### src/core/uart_dma_map.svh
// Purpose: register offsets, field positions, reset values, timing counts
// Assumes: word-aligned 8-bit register offsets
// Notes:   definitions only
`ifndef UART_DMA_MAP_SVH
`define UART_DMA_MAP_SVH

// ***********************************************************
// register offsets
// ***********************************************************
`define OFS_DATA      8'h00
`define OFS_IRQ_EN    8'h04
`define OFS_IRQ_ID    8'h08
`define OFS_LINE_CTL  8'h0C
`define OFS_LINE_STS  8'h10
`define OFS_BAUD_DIV  8'h14
`define OFS_BAUD_FRAC 8'h18
`define OFS_GAP       8'h1C
`define OFS_DMA_CTL   8'h20
`define OFS_TX_ADDR   8'h24
`define OFS_TX_COUNT  8'h28
`define OFS_RX_ADDR   8'h2C
`define OFS_RX_COUNT  8'h30

// ***********************************************************
// field positions
// ***********************************************************
`define IEN_RXD   0
`define IEN_TX_HOLD_EMPTY_FLAG  1
`define IEN_RLS   2
`define IEN_TXE   3
`define IEN_DTX   4
`define IEN_DRX   5
`define DMA_TXEN  0
`define DMA_RXEN  1
`define DMA_DTX   8
`define DMA_DRX   9

// ***********************************************************
// interrupt identification codes and reset values
// ***********************************************************
`define IID_NONE  4'h1
`define IID_RLS   4'h6
`define IID_RXD   4'h4
`define IID_DRX   4'hC
`define IID_DTX   4'hA
`define IID_TX_HOLD_EMPTY_FLAG  4'h2
`define IID_TXE   4'hE
`define RST_LINE_CTL 5'h03
`define RST_BAUD_DIV 16'h0000

// ***********************************************************
// timing counts
// ***********************************************************
`define TICKS_PER_BIT 4'hF
`define SAMPLE_TICK   4'h6
`define MIN_DATA_BITS 4'h5

`endif

### src/core/uart_dma_pkg.sv
// Purpose: shared types of the serial port
// Assumes: nothing
// Notes:   constants live in uart_dma_map.svh
package uart_dma_pkg;
   // line control fields
   typedef struct packed {
      logic       parityEven;
      logic       parityEnableBit;
      logic       stopBitCountSel;
      logic [1:0] dataLengthSel;
   } line_ctl_t;

   // memory side of the dma channels
   typedef struct packed {
      logic        req;
      logic        write;
      logic [31:0] addr;
      logic [7:0]  wdata;
   } mem_req_t;

   typedef enum logic [2:0] {RX_IDLE, RX_START, RX_DATA, RX_PAR,
                             RX_STOP} rx_state_t;
   typedef enum logic [2:0] {TX_IDLE, TX_START, TX_DATA, TX_PAR, TX_STOP,
                             TX_GAP} tx_state_t;
   typedef enum logic [1:0] {DMA_IDLE, DMA_TX_RD, DMA_RX_WR} dma_state_t;
endpackage

### src/core/uart_dma_serial_port.sv
// Purpose: serial transmitter/receiver with one dma channel per direction
// Assumes: rxd synchronous to clk; memory answers with memAck pulse
// Notes:   no character queue, one holding register per direction
// Function
// - no queue; characters moved one at a time
// - two channels: 32-bit address, 16-bit count
// - rx address is destination, tx is source
// - count drops by one; zero signals done
// - done raises interrupt only when enabled
// - falling edge on idle line starts character
// - sixteen ticks per bit, sample seventh
// - start, data lsb first, parity, stop
// - data length field picks data bits
// - parity even xor, odd inverted xor
// - stop bit field sets stop count
// - zero gap: next character immediately
// - nonzero gap: line high that many bits
// - holding empty flag when holding register empties
// - shifter empty flag when shifter finishes
// - tx done flag and code after last load
// - two characters still pending at tx done
// - rx done flag and code after last store
// - receive line idle at rx done
// - bit rate is clock over 32 times divisor
// - fraction accumulator stretches divisor on overflow
// - line errors raise line status interrupt
//
// Design decisions made here: the register offsets and the address-and-strobe port.
`include "uart_dma_map.svh"

module uart_dma_serial_port (
   input  wire logic                  clk,
   input  wire logic                  rst,
   input  wire logic [7:0]            regAddr,
   input  wire logic [31:0]           regWdata,
   input  wire logic                  regWr,
   input  wire logic                  regRd,
   output      logic [31:0]           regRdata,
   input  wire logic                  rxd,
   output      logic                  txd,
   output      logic                  irq,
   output      uart_dma_pkg::mem_req_t mem,
   input  wire logic                  memAck,
   input  wire logic [7:0]            memRdata
);
   import uart_dma_pkg::*;

   // ***********************************************************
   // declarations
   // ***********************************************************
   logic [5:0]  irqEnable_reg;
   line_ctl_t   lineCtl_reg;
   logic [15:0] baudDiv_reg;
   logic [7:0]  baudFrac_reg;
   logic [7:0]  gap_reg;
   logic [1:0]  dmaEn_reg;
   logic        dtxDone_reg, drxDone_reg;
   logic [31:0] txAddr_reg, rxAddr_reg;
   logic [15:0] txCount_reg, rxCount_reg;
   dma_state_t  dma_reg;
   logic [17:0] baudCnt_reg;
   logic [7:0]  fracAcc_reg;
   logic        tick_reg;
   logic [7:0]  txHold_reg;
   logic        txHoldEmpty_reg;
   tx_state_t   tx_reg;
   logic [7:0]  txShift_reg;
   logic [3:0]  txTick_reg;
   logic [2:0]  txBit_reg;
   logic [7:0]  txGapCnt_reg;
   logic        txParity_reg;
   rx_state_t   rx_reg;
   logic        rxPrev_reg;
   logic [3:0]  rxTick_reg;
   logic [2:0]  rxBit_reg;
   logic [7:0]  rxShift_reg;
   logic        rxParity_reg;
   logic [7:0]  rxHold_reg;
   logic        dataReady_reg, overrun_reg;
   logic        parityErr_reg, framingErr_reg, break_reg;
   logic [3:0]  irqId_reg;

   logic        wrData, rdData, rdLineSts;
   logic [2:0]  lastBit;
   logic        txShiftEmpty, txBitEnd, txLoad, rxDone, rxSample;
   logic        dmaTxAck, dmaRxAck, rxStopOk;

   // number of data bits minus one, from the length field
   function automatic logic [2:0] lastIndex(input logic [1:0] sel);
      lastIndex = 3'(`MIN_DATA_BITS - 4'h1 + {2'b00, sel});
   endfunction

   // parity over the active data bits; odd inverts
   function automatic logic parityOf(input logic [7:0] d,
                                     input logic [1:0] sel,
                                     input logic       even);
      logic [7:0] mask;
      mask = 8'hFF >> (3'd3 - {1'b0, sel});
      parityOf = (^(d & mask)) ^ ~even;
   endfunction

   // ***********************************************************
   // register port decode
   // ***********************************************************
   assign wrData    = regWr && regAddr == `OFS_DATA;
   assign rdData    = regRd && regAddr == `OFS_DATA;
   assign rdLineSts = regRd && regAddr == `OFS_LINE_STS;
   assign lastBit   = lastIndex(lineCtl_reg.dataLengthSel);
   assign dmaTxAck  = dma_reg == DMA_TX_RD && memAck;
   assign dmaRxAck  = dma_reg == DMA_RX_WR && memAck;

   // configuration registers written by software
   always_ff @(posedge clk) begin
      if (rst) begin
         irqEnable_reg <= 6'h00;
         lineCtl_reg   <= `RST_LINE_CTL;
         baudDiv_reg   <= `RST_BAUD_DIV;
         baudFrac_reg  <= 8'h00;
         gap_reg       <= 8'h00;
      end else if (regWr) begin
         unique case (regAddr)
            `OFS_IRQ_EN:    irqEnable_reg <= regWdata[5:0];
            `OFS_LINE_CTL:  lineCtl_reg   <= regWdata[4:0];
            `OFS_BAUD_DIV:  baudDiv_reg   <= regWdata[15:0];
            `OFS_BAUD_FRAC: baudFrac_reg  <= regWdata[7:0];
            `OFS_GAP:       gap_reg       <= regWdata[7:0];
            default: ;
         endcase
      end
   end

   // read data registered, valid the cycle after the strobe
   always_ff @(posedge clk) begin
      if (rst) begin
         regRdata <= 32'h0000_0000;
      end else if (regRd) begin
         unique case (regAddr)
            `OFS_DATA:      regRdata <= {24'h0, rxHold_reg};
            `OFS_IRQ_EN:    regRdata <= {26'h0, irqEnable_reg};
            `OFS_IRQ_ID:    regRdata <= {28'h0, irqId_reg};
            `OFS_LINE_CTL:  regRdata <= {27'h0, lineCtl_reg};
            `OFS_LINE_STS:  regRdata <= {25'h0, txShiftEmpty,
                               txHoldEmpty_reg, break_reg, framingErr_reg,
                               parityErr_reg, overrun_reg, dataReady_reg};
            `OFS_BAUD_DIV:  regRdata <= {16'h0, baudDiv_reg};
            `OFS_BAUD_FRAC: regRdata <= {24'h0, baudFrac_reg};
            `OFS_GAP:       regRdata <= {24'h0, gap_reg};
            `OFS_DMA_CTL:   regRdata <= {22'h0, drxDone_reg, dtxDone_reg,
                                         6'h0, dmaEn_reg};
            `OFS_TX_ADDR:   regRdata <= txAddr_reg;
            `OFS_TX_COUNT:  regRdata <= {16'h0, txCount_reg};
            `OFS_RX_ADDR:   regRdata <= rxAddr_reg;
            `OFS_RX_COUNT:  regRdata <= {16'h0, rxCount_reg};
            default:        regRdata <= 32'h0000_0000;
         endcase
      end else begin
         regRdata <= 32'h0000_0000;
      end
   end

   // ***********************************************************
   // baud tick generator, 16 ticks per bit
   // ***********************************************************
   // tick period is 2*divisor clocks, so a bit is 32*divisor clocks;
   // divisor 0 is treated as 1 to keep the counter alive
   always_ff @(posedge clk) begin
      if (rst) begin
         baudCnt_reg <= 18'h00000;
         fracAcc_reg <= 8'h00;
         tick_reg    <= 1'b0;
      end else if (baudCnt_reg == 18'h00000) begin
         tick_reg    <= 1'b1;
         fracAcc_reg <= fracAcc_reg + baudFrac_reg;
         baudCnt_reg <= {1'b0, (baudDiv_reg == 16'h0000) ? 16'h0001
                        : baudDiv_reg, 1'b0} - 18'h00001
                        + ((baudFrac_reg != 8'h00 &&
                            {1'b0, fracAcc_reg} + {1'b0, baudFrac_reg}
                            > 9'h0FF) ? 18'h00002 : 18'h00000);
      end else begin
         tick_reg    <= 1'b0;
         baudCnt_reg <= baudCnt_reg - 18'h00001;
      end
   end

   // ***********************************************************
   // transmitter
   // ***********************************************************
   assign txShiftEmpty = tx_reg == TX_IDLE;
   assign txBitEnd     = tick_reg && txTick_reg == `TICKS_PER_BIT;
   // zero gap lets the next start bit follow the stop bit directly
   assign txLoad = !txHoldEmpty_reg && (tx_reg == TX_IDLE ||
                   (tx_reg == TX_STOP && txBitEnd && txBit_reg[0] ==
                    lineCtl_reg.stopBitCountSel && gap_reg == 8'h00));

   // holding register: software or tx channel fills, shifter drains
   always_ff @(posedge clk) begin
      if (rst) begin
         txHold_reg      <= 8'h00;
         txHoldEmpty_reg <= 1'b1;
      end else if (wrData || dmaTxAck) begin
         txHold_reg      <= wrData ? regWdata[7:0] : memRdata;
         txHoldEmpty_reg <= 1'b0;
      end else if (txLoad) begin
         txHoldEmpty_reg <= 1'b1;
      end
   end

   // shifter state machine, bits change on tick boundaries
   always_ff @(posedge clk) begin
      if (rst) begin
         tx_reg       <= TX_IDLE;
         txd          <= 1'b1;
         txShift_reg  <= 8'h00;
         txTick_reg   <= 4'h0;
         txBit_reg    <= 3'h0;
         txGapCnt_reg <= 8'h00;
         txParity_reg <= 1'b0;
      end else if (txLoad) begin
         tx_reg       <= TX_START;
         txd          <= 1'b0;
         txShift_reg  <= txHold_reg;
         txParity_reg <= parityOf(txHold_reg, lineCtl_reg.dataLengthSel,
                                  lineCtl_reg.parityEven);
         txTick_reg   <= 4'h0;
         txBit_reg    <= 3'h0;
      end else if (tick_reg && tx_reg != TX_IDLE) begin
         txTick_reg <= txTick_reg + 4'h1;
         if (txTick_reg == `TICKS_PER_BIT) begin
            unique case (tx_reg)
               TX_START: begin
                  tx_reg      <= TX_DATA;
                  txd         <= txShift_reg[0]; // lsb first
                  txShift_reg <= txShift_reg >> 1;
               end
               TX_DATA: begin
                  txBit_reg <= txBit_reg + 3'h1;
                  if (txBit_reg == lastBit) begin
                     txBit_reg <= 3'h0;
                     tx_reg    <= lineCtl_reg.parityEnableBit ? TX_PAR
                                  : TX_STOP;
                     txd       <= lineCtl_reg.parityEnableBit ?
                                  txParity_reg : 1'b1;
                  end else begin
                     txd         <= txShift_reg[0];
                     txShift_reg <= txShift_reg >> 1;
                  end
               end
               TX_PAR: begin
                  tx_reg <= TX_STOP;
                  txd    <= 1'b1;
               end
               TX_STOP: begin
                  txBit_reg <= txBit_reg + 3'h1;
                  if (txBit_reg[0] == lineCtl_reg.stopBitCountSel) begin
                     txGapCnt_reg <= gap_reg;
                     tx_reg <= (gap_reg == 8'h00) ? TX_IDLE : TX_GAP;
                  end
               end
               TX_GAP: begin
                  // line stays high for the programmed bit periods
                  txGapCnt_reg <= txGapCnt_reg - 8'h01;
                  if (txGapCnt_reg == 8'h01) begin
                     tx_reg <= TX_IDLE;
                  end
               end
               default: tx_reg <= TX_IDLE;
            endcase
         end
      end
   end

   // ***********************************************************
   // receiver
   // ***********************************************************
   assign rxSample = tick_reg && rxTick_reg == `SAMPLE_TICK;
   assign rxDone   = rx_reg == RX_STOP && rxSample;
   assign rxStopOk = rxd;

   // character framing; the stop bit ends at its own sample point
   always_ff @(posedge clk) begin
      if (rst) begin
         rx_reg       <= RX_IDLE;
         rxPrev_reg   <= 1'b1;
         rxTick_reg   <= 4'h0;
         rxBit_reg    <= 3'h0;
         rxShift_reg  <= 8'h00;
         rxParity_reg <= 1'b0;
      end else begin
         rxPrev_reg <= rxd;
         if (rx_reg == RX_IDLE) begin
            if (rxPrev_reg && !rxd) begin
               rx_reg      <= RX_START;
               rxTick_reg  <= 4'h0;
               rxBit_reg   <= 3'h0;
               rxShift_reg <= 8'h00;
            end
         end else if (tick_reg) begin
            rxTick_reg <= rxTick_reg + 4'h1;
            unique case (rx_reg)
               RX_START: begin
                  // a glitch that is high again is not a start bit
                  if (rxSample && rxd) begin
                     rx_reg <= RX_IDLE;
                  end else if (rxTick_reg == `TICKS_PER_BIT) begin
                     rx_reg <= RX_DATA;
                  end
               end
               RX_DATA: begin
                  if (rxSample) begin
                     rxShift_reg[rxBit_reg] <= rxd;
                  end
                  if (rxTick_reg == `TICKS_PER_BIT) begin
                     rxBit_reg <= rxBit_reg + 3'h1;
                     if (rxBit_reg == lastBit) begin
                        rx_reg <= lineCtl_reg.parityEnableBit ? RX_PAR
                                  : RX_STOP;
                     end
                  end
               end
               RX_PAR: begin
                  if (rxSample) begin
                     rxParity_reg <= rxd;
                  end
                  if (rxTick_reg == `TICKS_PER_BIT) begin
                     rx_reg <= RX_STOP;
                  end
               end
               RX_STOP: begin
                  if (rxSample) begin
                     rx_reg <= RX_IDLE;
                  end
               end
               default: rx_reg <= RX_IDLE;
            endcase
         end
      end
   end

   // received character and line status; a new event beats a clear
   always_ff @(posedge clk) begin
      if (rst) begin
         rxHold_reg     <= 8'h00;
         dataReady_reg  <= 1'b0;
         overrun_reg    <= 1'b0;
         parityErr_reg  <= 1'b0;
         framingErr_reg <= 1'b0;
         break_reg      <= 1'b0;
      end else begin
         if (rxDone) begin
            rxHold_reg    <= rxShift_reg;
            dataReady_reg <= 1'b1;
         end else if (rdData || dmaRxAck) begin
            dataReady_reg <= 1'b0;
         end
         if (rxDone && dataReady_reg && !(rdData || dmaRxAck)) begin
            overrun_reg <= 1'b1;
         end else if (rdLineSts) begin
            overrun_reg <= 1'b0;
         end
         if (rxDone && lineCtl_reg.parityEnableBit &&
             rxParity_reg != parityOf(rxShift_reg,
                lineCtl_reg.dataLengthSel, lineCtl_reg.parityEven)) begin
            parityErr_reg <= 1'b1;
         end else if (rdLineSts) begin
            parityErr_reg <= 1'b0;
         end
         if (rxDone && !rxStopOk) begin
            framingErr_reg <= 1'b1;
         end else if (rdLineSts) begin
            framingErr_reg <= 1'b0;
         end
         // break: whole character including stop held low
         if (rxDone && !rxStopOk && rxShift_reg == 8'h00 &&
             !(lineCtl_reg.parityEnableBit && rxParity_reg)) begin
            break_reg <= 1'b1;
         end else if (rdLineSts) begin
            break_reg <= 1'b0;
         end
      end
   end

   // ***********************************************************
   // dma channels
   // ***********************************************************
   // one memory port shared; transmit is served first. done flags
   // are cleared by writing one, and a new done wins over the clear
   always_ff @(posedge clk) begin
      if (rst) begin
         dma_reg     <= DMA_IDLE;
         mem         <= '0;
         dmaEn_reg   <= 2'b00;
         dtxDone_reg <= 1'b0;
         drxDone_reg <= 1'b0;
         txAddr_reg  <= 32'h0000_0000;
         rxAddr_reg  <= 32'h0000_0000;
         txCount_reg <= 16'h0000;
         rxCount_reg <= 16'h0000;
      end else begin
         if (regWr) begin
            unique case (regAddr)
               `OFS_DMA_CTL: begin
                  dmaEn_reg <= regWdata[1:0];
                  if (regWdata[`DMA_DTX]) dtxDone_reg <= 1'b0;
                  if (regWdata[`DMA_DRX]) drxDone_reg <= 1'b0;
               end
               `OFS_TX_ADDR:  txAddr_reg  <= regWdata;
               `OFS_TX_COUNT: txCount_reg <= regWdata[15:0];
               `OFS_RX_ADDR:  rxAddr_reg  <= regWdata;
               `OFS_RX_COUNT: rxCount_reg <= regWdata[15:0];
               default: ;
            endcase
         end
         unique case (dma_reg)
            DMA_IDLE: begin
               if (dmaEn_reg[`DMA_TXEN] && txCount_reg != 16'h0000 &&
                   txHoldEmpty_reg && !wrData) begin
                  dma_reg <= DMA_TX_RD;
                  mem     <= '{req: 1'b1, write: 1'b0, addr: txAddr_reg,
                               wdata: 8'h00};
               end else if (dmaEn_reg[`DMA_RXEN] &&
                            rxCount_reg != 16'h0000 && dataReady_reg &&
                            !rdData) begin
                  dma_reg <= DMA_RX_WR;
                  mem     <= '{req: 1'b1, write: 1'b1, addr: rxAddr_reg,
                               wdata: rxHold_reg};
               end
            end
            DMA_TX_RD: begin
               if (memAck) begin
                  dma_reg     <= DMA_IDLE;
                  mem         <= '0;
                  txAddr_reg  <= txAddr_reg + 32'h0000_0001;
                  txCount_reg <= txCount_reg - 16'h0001;
                  // holding and shifter still carry data here
                  if (txCount_reg == 16'h0001) begin
                     dtxDone_reg <= 1'b1;
                  end
               end
            end
            DMA_RX_WR: begin
               if (memAck) begin
                  dma_reg     <= DMA_IDLE;
                  mem         <= '0;
                  rxAddr_reg  <= rxAddr_reg + 32'h0000_0001;
                  rxCount_reg <= rxCount_reg - 16'h0001;
                  // the stop bit has been sampled, line is idle
                  if (rxCount_reg == 16'h0001) begin
                     drxDone_reg <= 1'b1;
                  end
               end
            end
            default: dma_reg <= DMA_IDLE;
         endcase
      end
   end

   // ***********************************************************
   // interrupt identification, highest priority first
   // ***********************************************************
   always_ff @(posedge clk) begin
      if (rst) begin
         irqId_reg <= `IID_NONE;
         irq       <= 1'b0;
      end else begin
         irq <= 1'b1;
         if (irqEnable_reg[`IEN_RLS] && (overrun_reg || parityErr_reg ||
             framingErr_reg || break_reg)) begin
            irqId_reg <= `IID_RLS;
         end else if (irqEnable_reg[`IEN_RXD] && dataReady_reg) begin
            irqId_reg <= `IID_RXD;
         end else if (irqEnable_reg[`IEN_DRX] && drxDone_reg) begin
            irqId_reg <= `IID_DRX;
         end else if (irqEnable_reg[`IEN_DTX] && dtxDone_reg) begin
            irqId_reg <= `IID_DTX;
         end else if (irqEnable_reg[`IEN_TX_HOLD_EMPTY_FLAG] && txHoldEmpty_reg) begin
            irqId_reg <= `IID_TX_HOLD_EMPTY_FLAG;
         end else if (irqEnable_reg[`IEN_TXE] && txShiftEmpty &&
                      txHoldEmpty_reg) begin
            irqId_reg <= `IID_TXE;
         end else begin
            irqId_reg <= `IID_NONE;
            irq       <= 1'b0;
         end
      end
   end
endmodule

### config.mk
export PLATFORM = sky130hd
export DESIGN_NAME = uart_dma_serial_port
export DESIGN_NICKNAME = d
export VERILOG_FILES = /design/src/core/uart_dma_pkg.sv /design/src/core/uart_dma_serial_port.sv
export VERILOG_INCLUDE_DIRS = /design/src /design/src/core
export SDC_FILE = /design/constraint.sdc
export NUM_CORES = 1
export LEC_CHECK = 0
export ABC_AREA = 1
export BUFFER_PORTS_ARGS = -buffer_cell sky130_fd_sc_hd__buf_2
export CORE_MARGIN = 1
export CORE_UTILIZATION = 62
export DETAILED_ROUTE_END_ITERATION = 6
export PLACE_DENSITY_LB_ADDON = 0.3
export SLEW_MARGIN = 20
export SYNTH_ARGS = -nofsm -noshare
export SYNTH_HDL_FRONTEND = slang
export SYNTH_SLANG_ARGS = --single-unit
### constraint.sdc
create_clock -name clk -period 3.63 [get_ports clk]
set_input_delay 1.089 -clock clk [delete_from_list [all_inputs] [get_ports clk]]
set_output_delay 1.089 -clock clk [all_outputs]
set_load 0.1 [all_outputs]
==> Yosys cells after proc, flatten, opt, wreduce, memory -nomap -nowiden <==
Index checks and enable logic that the tools add are counted.
{ "classes": {"addsub": 16, "multipliers": 0, "div": 0, "magnitude_cmp": 3, "n_eq_ne": 48, "n_shift": 1, "n_mux": 113, "bitwise": 8, "n_reduce_logical": 104} }
{ "op_table": {"columns": ["operator", "n"], "rows": [
  ["$pmux W32 S13", 1],
  ["$mux W32", 8],
  ["$mux W16", 9],
  ["$mux W42", 3],
  ["$mux W8", 11],
  ["$pmux W42 S2", 1],
  ["$mux W3", 22],
  ["$add A32 B1 Y32 const B", 2],
  ["$eq A8 B6 Y1 const B", 5],
  ["$logic_and A1 B1 Y1", 38],
  ["$mux W1", 37],
  ["$eq A16 B1 Y1 const B", 2],
  ["$eq A8 B5 Y1 const B", 4],
  ["$pmux W8 S2", 2],
  ["$reduce_bool A16 Y1", 2],
  ["$sub A16 B1 Y16 const B", 2],
  ["$reduce_bool A2 Y1", 15],
  ["$mux W4", 7],
  ["$logic_not A8 Y1", 3],
  ["$ne A3 B3 Y1 const B", 7],
  ["$add A18 B2 Y18", 1],
  ["$logic_not A18 Y1", 1],
  ["$mux W18", 1],
  ["$sub A17 B1 Y18 const B", 1],
  ["56 further kinds", 108]
]} }
{ "word_totals": {"reg_bits": 321, "latchBits": 0, "ramBits": 0, "mem_bits_ro": 0, "input_bits": 54, "out_inout_bits": 76, "word_cells": 342, "n_memories": 0} }

==> Longest topological paths before layout <==
{ "depth": {"depth_word": 9, "ltp_mapped": 25, "mapped_depth_nobuf": 25} }

==> Least setup slack after synthesis <==
Ideal clock, no wire load.
{ "synth_path": {"path_type": "register to register", "startpoint": "reg baudFrac_reg[0]", "endpoint": "reg baudCnt_reg[14]", "setup_time_ns": 0.132, "arrival_time_ns": 3.042, "t_required_ns": 3.498, "setup_slack_ns": 0.456, "path_stages_with_launch": 26, "n_path_buf": 0, "period_less_slack_ns": 3.174, "path_cell_list": "dfxtp_1 > ha_1 > fa_1 > nand3_1 > nand3_1 > nand2_1 > nand2_1 > a21oi_1 > nor2_1 > o21ai_0 > nand2_1 > o21ai_0 > ha_1 > inv_1 > ha_1 > fa_1 > nand3_1 > nand2_1 > nand4_1 > nand2_1 > nand2_1 > nand2_1 > nand2_1 > nand2_1 > nand2_1 > a21oi_1"} }
{ "synth_between": {"elab_chain_len": 6, "word_cells_on_any_way": 7, "classes_between": "2 x add/sub; 1 x order compare; 2 x mux; 2 x reduce/logical"} }
{ "synth_lines": {"columns": ["item", "line", "text"], "rows": [
  ["start: declaration", "uart_dma_serial_port.sv:54", "logic [7:0] baudFrac_reg;"],
  ["start signal: assignment", "uart_dma_serial_port.sv:125", "`OFS_BAUD_FRAC: baudFrac_reg <= regWdata[7:0];"],
  ["$add A8 B8 Y9", "uart_dma_serial_port.sv:177", "{1'b0, fracAcc_reg} + {1'b0, baudFrac_reg}"],
  ["$gt A9 B8 Y1", "uart_dma_serial_port.sv:178", "> 9'h0FF) ? 18'h00002 : 18'h00000);"],
  ["$logic_and A1 B1 Y1 (*)", "uart_dma_serial_port.sv:176", "+ ((baudFrac_reg != 8'h00 &&"],
  ["$mux W2 (*)", "uart_dma_serial_port.sv:178", null],
  ["$add A18 B2 Y18 (*)", "uart_dma_serial_port.sv:176", null],
  ["$mux W18 (*)", "uart_dma_serial_port.sv:171", "end else if (baudCnt_reg == 18'h00000) begin"],
  ["end signal: assignment", "uart_dma_serial_port.sv:174", "baudCnt_reg <= {1'b0, (baudDiv_reg == 16'h0000) ? 16'h0001"],
  ["end signal: assignment", "uart_dma_serial_port.sv:181", "baudCnt_reg <= baudCnt_reg - 18'h00001;"],
  ["end: declaration", "uart_dma_serial_port.sv:61", "logic [17:0] baudCnt_reg;"]
]} }
Every way passes the cells marked *; elsewhere a longest branch is shown, timed or not.
A chain may end at the register's enable or synchronous reset.

==> Final worst setup path <==
Ends and elaborated chain as after synthesis.

==> flow_summary.yaml <==
yosys:
  async_flop_share_pct: 0
  synth_edf_count: 0
  synthDominantCellAreaShare_pct: 33.87
  synth-simple-area-share_pct: 29.27
  ys_types: 55
  netlist_top_cells_area: "dfxtp_1 (34%), nand2_1 (13%), a21oi_1 (8.3%), o21ai_0 (7.0%), inv_1 (6.7%)"
  yosysWarnings: 0
  synth_nets: 3030
  synth-adder-area-share_pct: 3.574
  synthXorXnorAreaFrac_pct: 2.354
  ys_ff_latch: 321
  synth_mux_area_share_pct: 0.1055
  syn_area_um2: 18980
  synth_top_family_by_area: "simple AND/OR/NAND/NOR gates"
  syn_area_per_cell_um2: 6.492
  synth_compound_area_share_pct: 20.57
  synthFlopType: "dfxtp_1"
  ys_seq_area_share_pct: 33.87
  synthCells: 2923
  synth_top_area_cell: "dfxtp_1"
floorplan:
  start_util_pct: 63.52
  die_y_um: 176.9
  num_rows: 63
  die_w_um: 176.9
  die_area_um2: 31310
  core_area_um2: 29870
  io_pins: 130
placed_design:
  port_buffers: 129
  post-place-ws_ns: 0.06571
  place_inst: 3327
  globalplace.congestion: 1.018
  dpl_cell_area_um2: 19780
  dp.final_hpwl_mm: 47.60
grt:
  first_global_vias: 18680
  grt_max_degree: 157
  use_met3_pct: 10.67
  overflow: 0
  track_usage_pct: 41.12
  grt_util_met2_pct: 61.72
  met1_usage_pct: 56.94
  antenna_found_initial: 2
  grt-busiest-layer: "met2"
  grt_pass1_wl_mm: 101.0
run_status:
  violations: "DRC"
  status: "finished with violations"
detailed_routing:
  finalWirelength_mm: 65.56
  ant_nets: 0
  routed_via_density: 6.083
  drt-pass1-iter-count: 7
  avgRoutedWirePerCell_um: 19.30
  drc: 28
  num_vias: 20660
  drt_iter0_markers: 2628
power_and_ir_drop:
  combPwrFrac_pct: 12.7
  p_leak_nw: 8.894
  p_per_area_nw_per_um2: 421.2
  swShare_pct: 28.22
  vdd_drop_max_v: 0.0004529
  p_int_mw: 6.397
  switching_power_mw: 2.515
  total_power_mw: 8.913
  seq_power_share_pct: 41.9
  clkPwrFrac_pct: 45.5
finish:
  largest_reg_flops: 42
  seqCellArea_um2: 6426
  antennaDiodeCount: 0
  fin_cells: 3397
  final_layout_size_suffix_gt1_share_pct: 9.844
  final_common_cell: "nand2_1"
  multi_input_area_um2: 10640
  area_growth_pct: 11.50
  utilization_pct: 70.82
  final_cell_mix: "nand2_1 (635), inv_1 (339), dfxtp_1 (321), a21oi_1 (312), o21ai_0 (265)"
  n_fill_cell: 2568
  nets: 3085
  regMostFlops: "mem"
  finalInstanceArea_um2: 21160
setup_path:
  worstPathArrival_ns: 3.84
  crit_top_cell: "nand2_1"
  crit_end: "baudCnt_reg[14]$_SDFF_PP0_"
  ff2ff_path_depth: 25
  end_kind: "flip-flop"
  r2r_setup_slack_ns: 0.18
  slowest_delay_ns: 0.39
  cp.required_ns: 4.01
  startpoint_type: "flip-flop"
  r2r-start: "baudFrac_reg[0]$_SDFFE_PP0P_"
  startpoint: "baudFrac_reg[0]$_SDFFE_PP0P_"
  critical_path_class: "reg -> reg"
  cp_slowest_cell: "fa_2"
  cp_max_fo: 3
  reg2reg_to: "baudCnt_reg[14]$_SDFF_PP0_"
timing:
  period_share_pct: 95.06
  worst_slew_pin_slew_ns: 0.8667
  setup_viol: 0
  period_minus_slack_ns: 3.451
  setup_tns_ns: 0
  holdWs_ns: 0.4381
  maxSlewViolCount: 0
  setup_slack_ns: 0.1793
  hold_violations: 0
  slew_headroom_pct: 41.86
  skew_ns: 0.02437
  fmax_mhz: 289.8
clock_network:
  cts_tree: "built"
  htreeDepth: 2
  cts.sinks: 321
  clk_pin_slew_ns: 0.06
  cts-buffers-inserted: 37
  clk_latency_ns: 0.55
  cts_root_buf: "clkbuf_16"
  cts_buffer_depth: 3
run:
  cap_violations: 0
min_path:
  min_path_type: "reg -> reg"
==> final cells by class <==
type	count	share of cell area, %
clock buffer	48	4.761
clock inverter	20	1.514
inverter	351	6.239
multi-input combinational	2103	50.27
sequential	321	30.37
tap	390	2.306
timing repair buffer	164	4.542
==> metal layers <==
metal	vias to the layer above	wire (µm)	share of wire [%]
met5	-	13	0.020
met4	2	2106	3.2
met3	163	8496	13
met2	1155	27920	43
met1	9540	27030	41
li1	9803	-	-
==> worst max-delay path, delay by kind of cell, from the launching register on <==
| family | cells | cell delay (ns) |
|---|---|---|
| simple gates | 15 | 1.18 |
| compound gates | 4 | 0.45 |
| flops | 1 | 0.32 |
| fa+ha+maj | 5 | 1.32 |
| buf+inv | 1 | 0.04 |
==> worst min-delay path by stage <==
stage / start / end / slack (ns) / cells past startpoint
after detailed placement: baudCnt_reg[0]$_SDFF_PP0_ / baudCnt_reg[0]$_SDFF_PP0_ / 0.43 / 1
final: baudCnt_reg[0]$_SDFF_PP0_ / baudCnt_reg[0]$_SDFF_PP0_ / 0.44 / 1
after global placement: baudCnt_reg[0]$_SDFF_PP0_ / baudCnt_reg[0]$_SDFF_PP0_ / 0.42 / 1
after CTS: baudCnt_reg[0]$_SDFF_PP0_ / baudCnt_reg[0]$_SDFF_PP0_ / 0.44 / 1
after global routing: baudCnt_reg[0]$_SDFF_PP0_ / baudCnt_reg[0]$_SDFF_PP0_ / 0.47 / 1
after floorplan: baudCnt_reg[0]$_SDFF_PP0_ / baudCnt_reg[0]$_SDFF_PP0_ / 0.41 / 1
==> cell families after synthesis <==
logic type               count (synthesis)
XOR/XNOR                                51
flip-flops                             321
buffers and inverters                  499
AO/OA/AOI/OAI                          720
multiplexers                             2
AND/OR/NAND/NOR                       1277
adder cells (fa/ha/maj)                 53
==> synthesized netlist by cell type (6+ instances only) <==
library cell / n
or2_0: 6
or2_2: 11
clkbuf_1: 106
inv_1: 340
o21ai_0: 267
nand3_1: 175
nor4_1: 9
a211oi_1: 19
a21oi_1: 313
nand2_2: 13
o211ai_1: 25
buf_1: 11
a21oi_2: 10
a221oi_1: 8
xnor2_1: 16
nor2_2: 9
nand2_1: 638
dfxtp_1: 321
xor2_1: 35
nand3b_1: 9
nor2_1: 255
o22ai_1: 22
a31oi_1: 39
ha_1: 51
nor3_1: 59
buf_2: 25
nand4_1: 75
clkinv_1: 7
==> power groups by stage <==
stage | logic [mW] | clock network, mW | registers, mW
after floorplan | 0.834 | 0 | 3.77
after global placement | 1.06 | 0 | 3.80
after detailed placement | 1.09 | 0 | 3.80
after CTS | 1.11 | 4.06 | 3.73
after global routing | 1.26 | 4.21 | 3.74
final | 1.13 | 4.05 | 3.73
==> repair_timing <==
item	CTS	global route
gates cloned	0	0
hold buffers	0	0
gates resized for setup	1	12
setup endpoints to repair	1	7
endpoints found under the hold margin	0	0
pin swaps	0	5
buffers inserted	0	2
No activity file was read; power rests on OpenSTA's default activity.
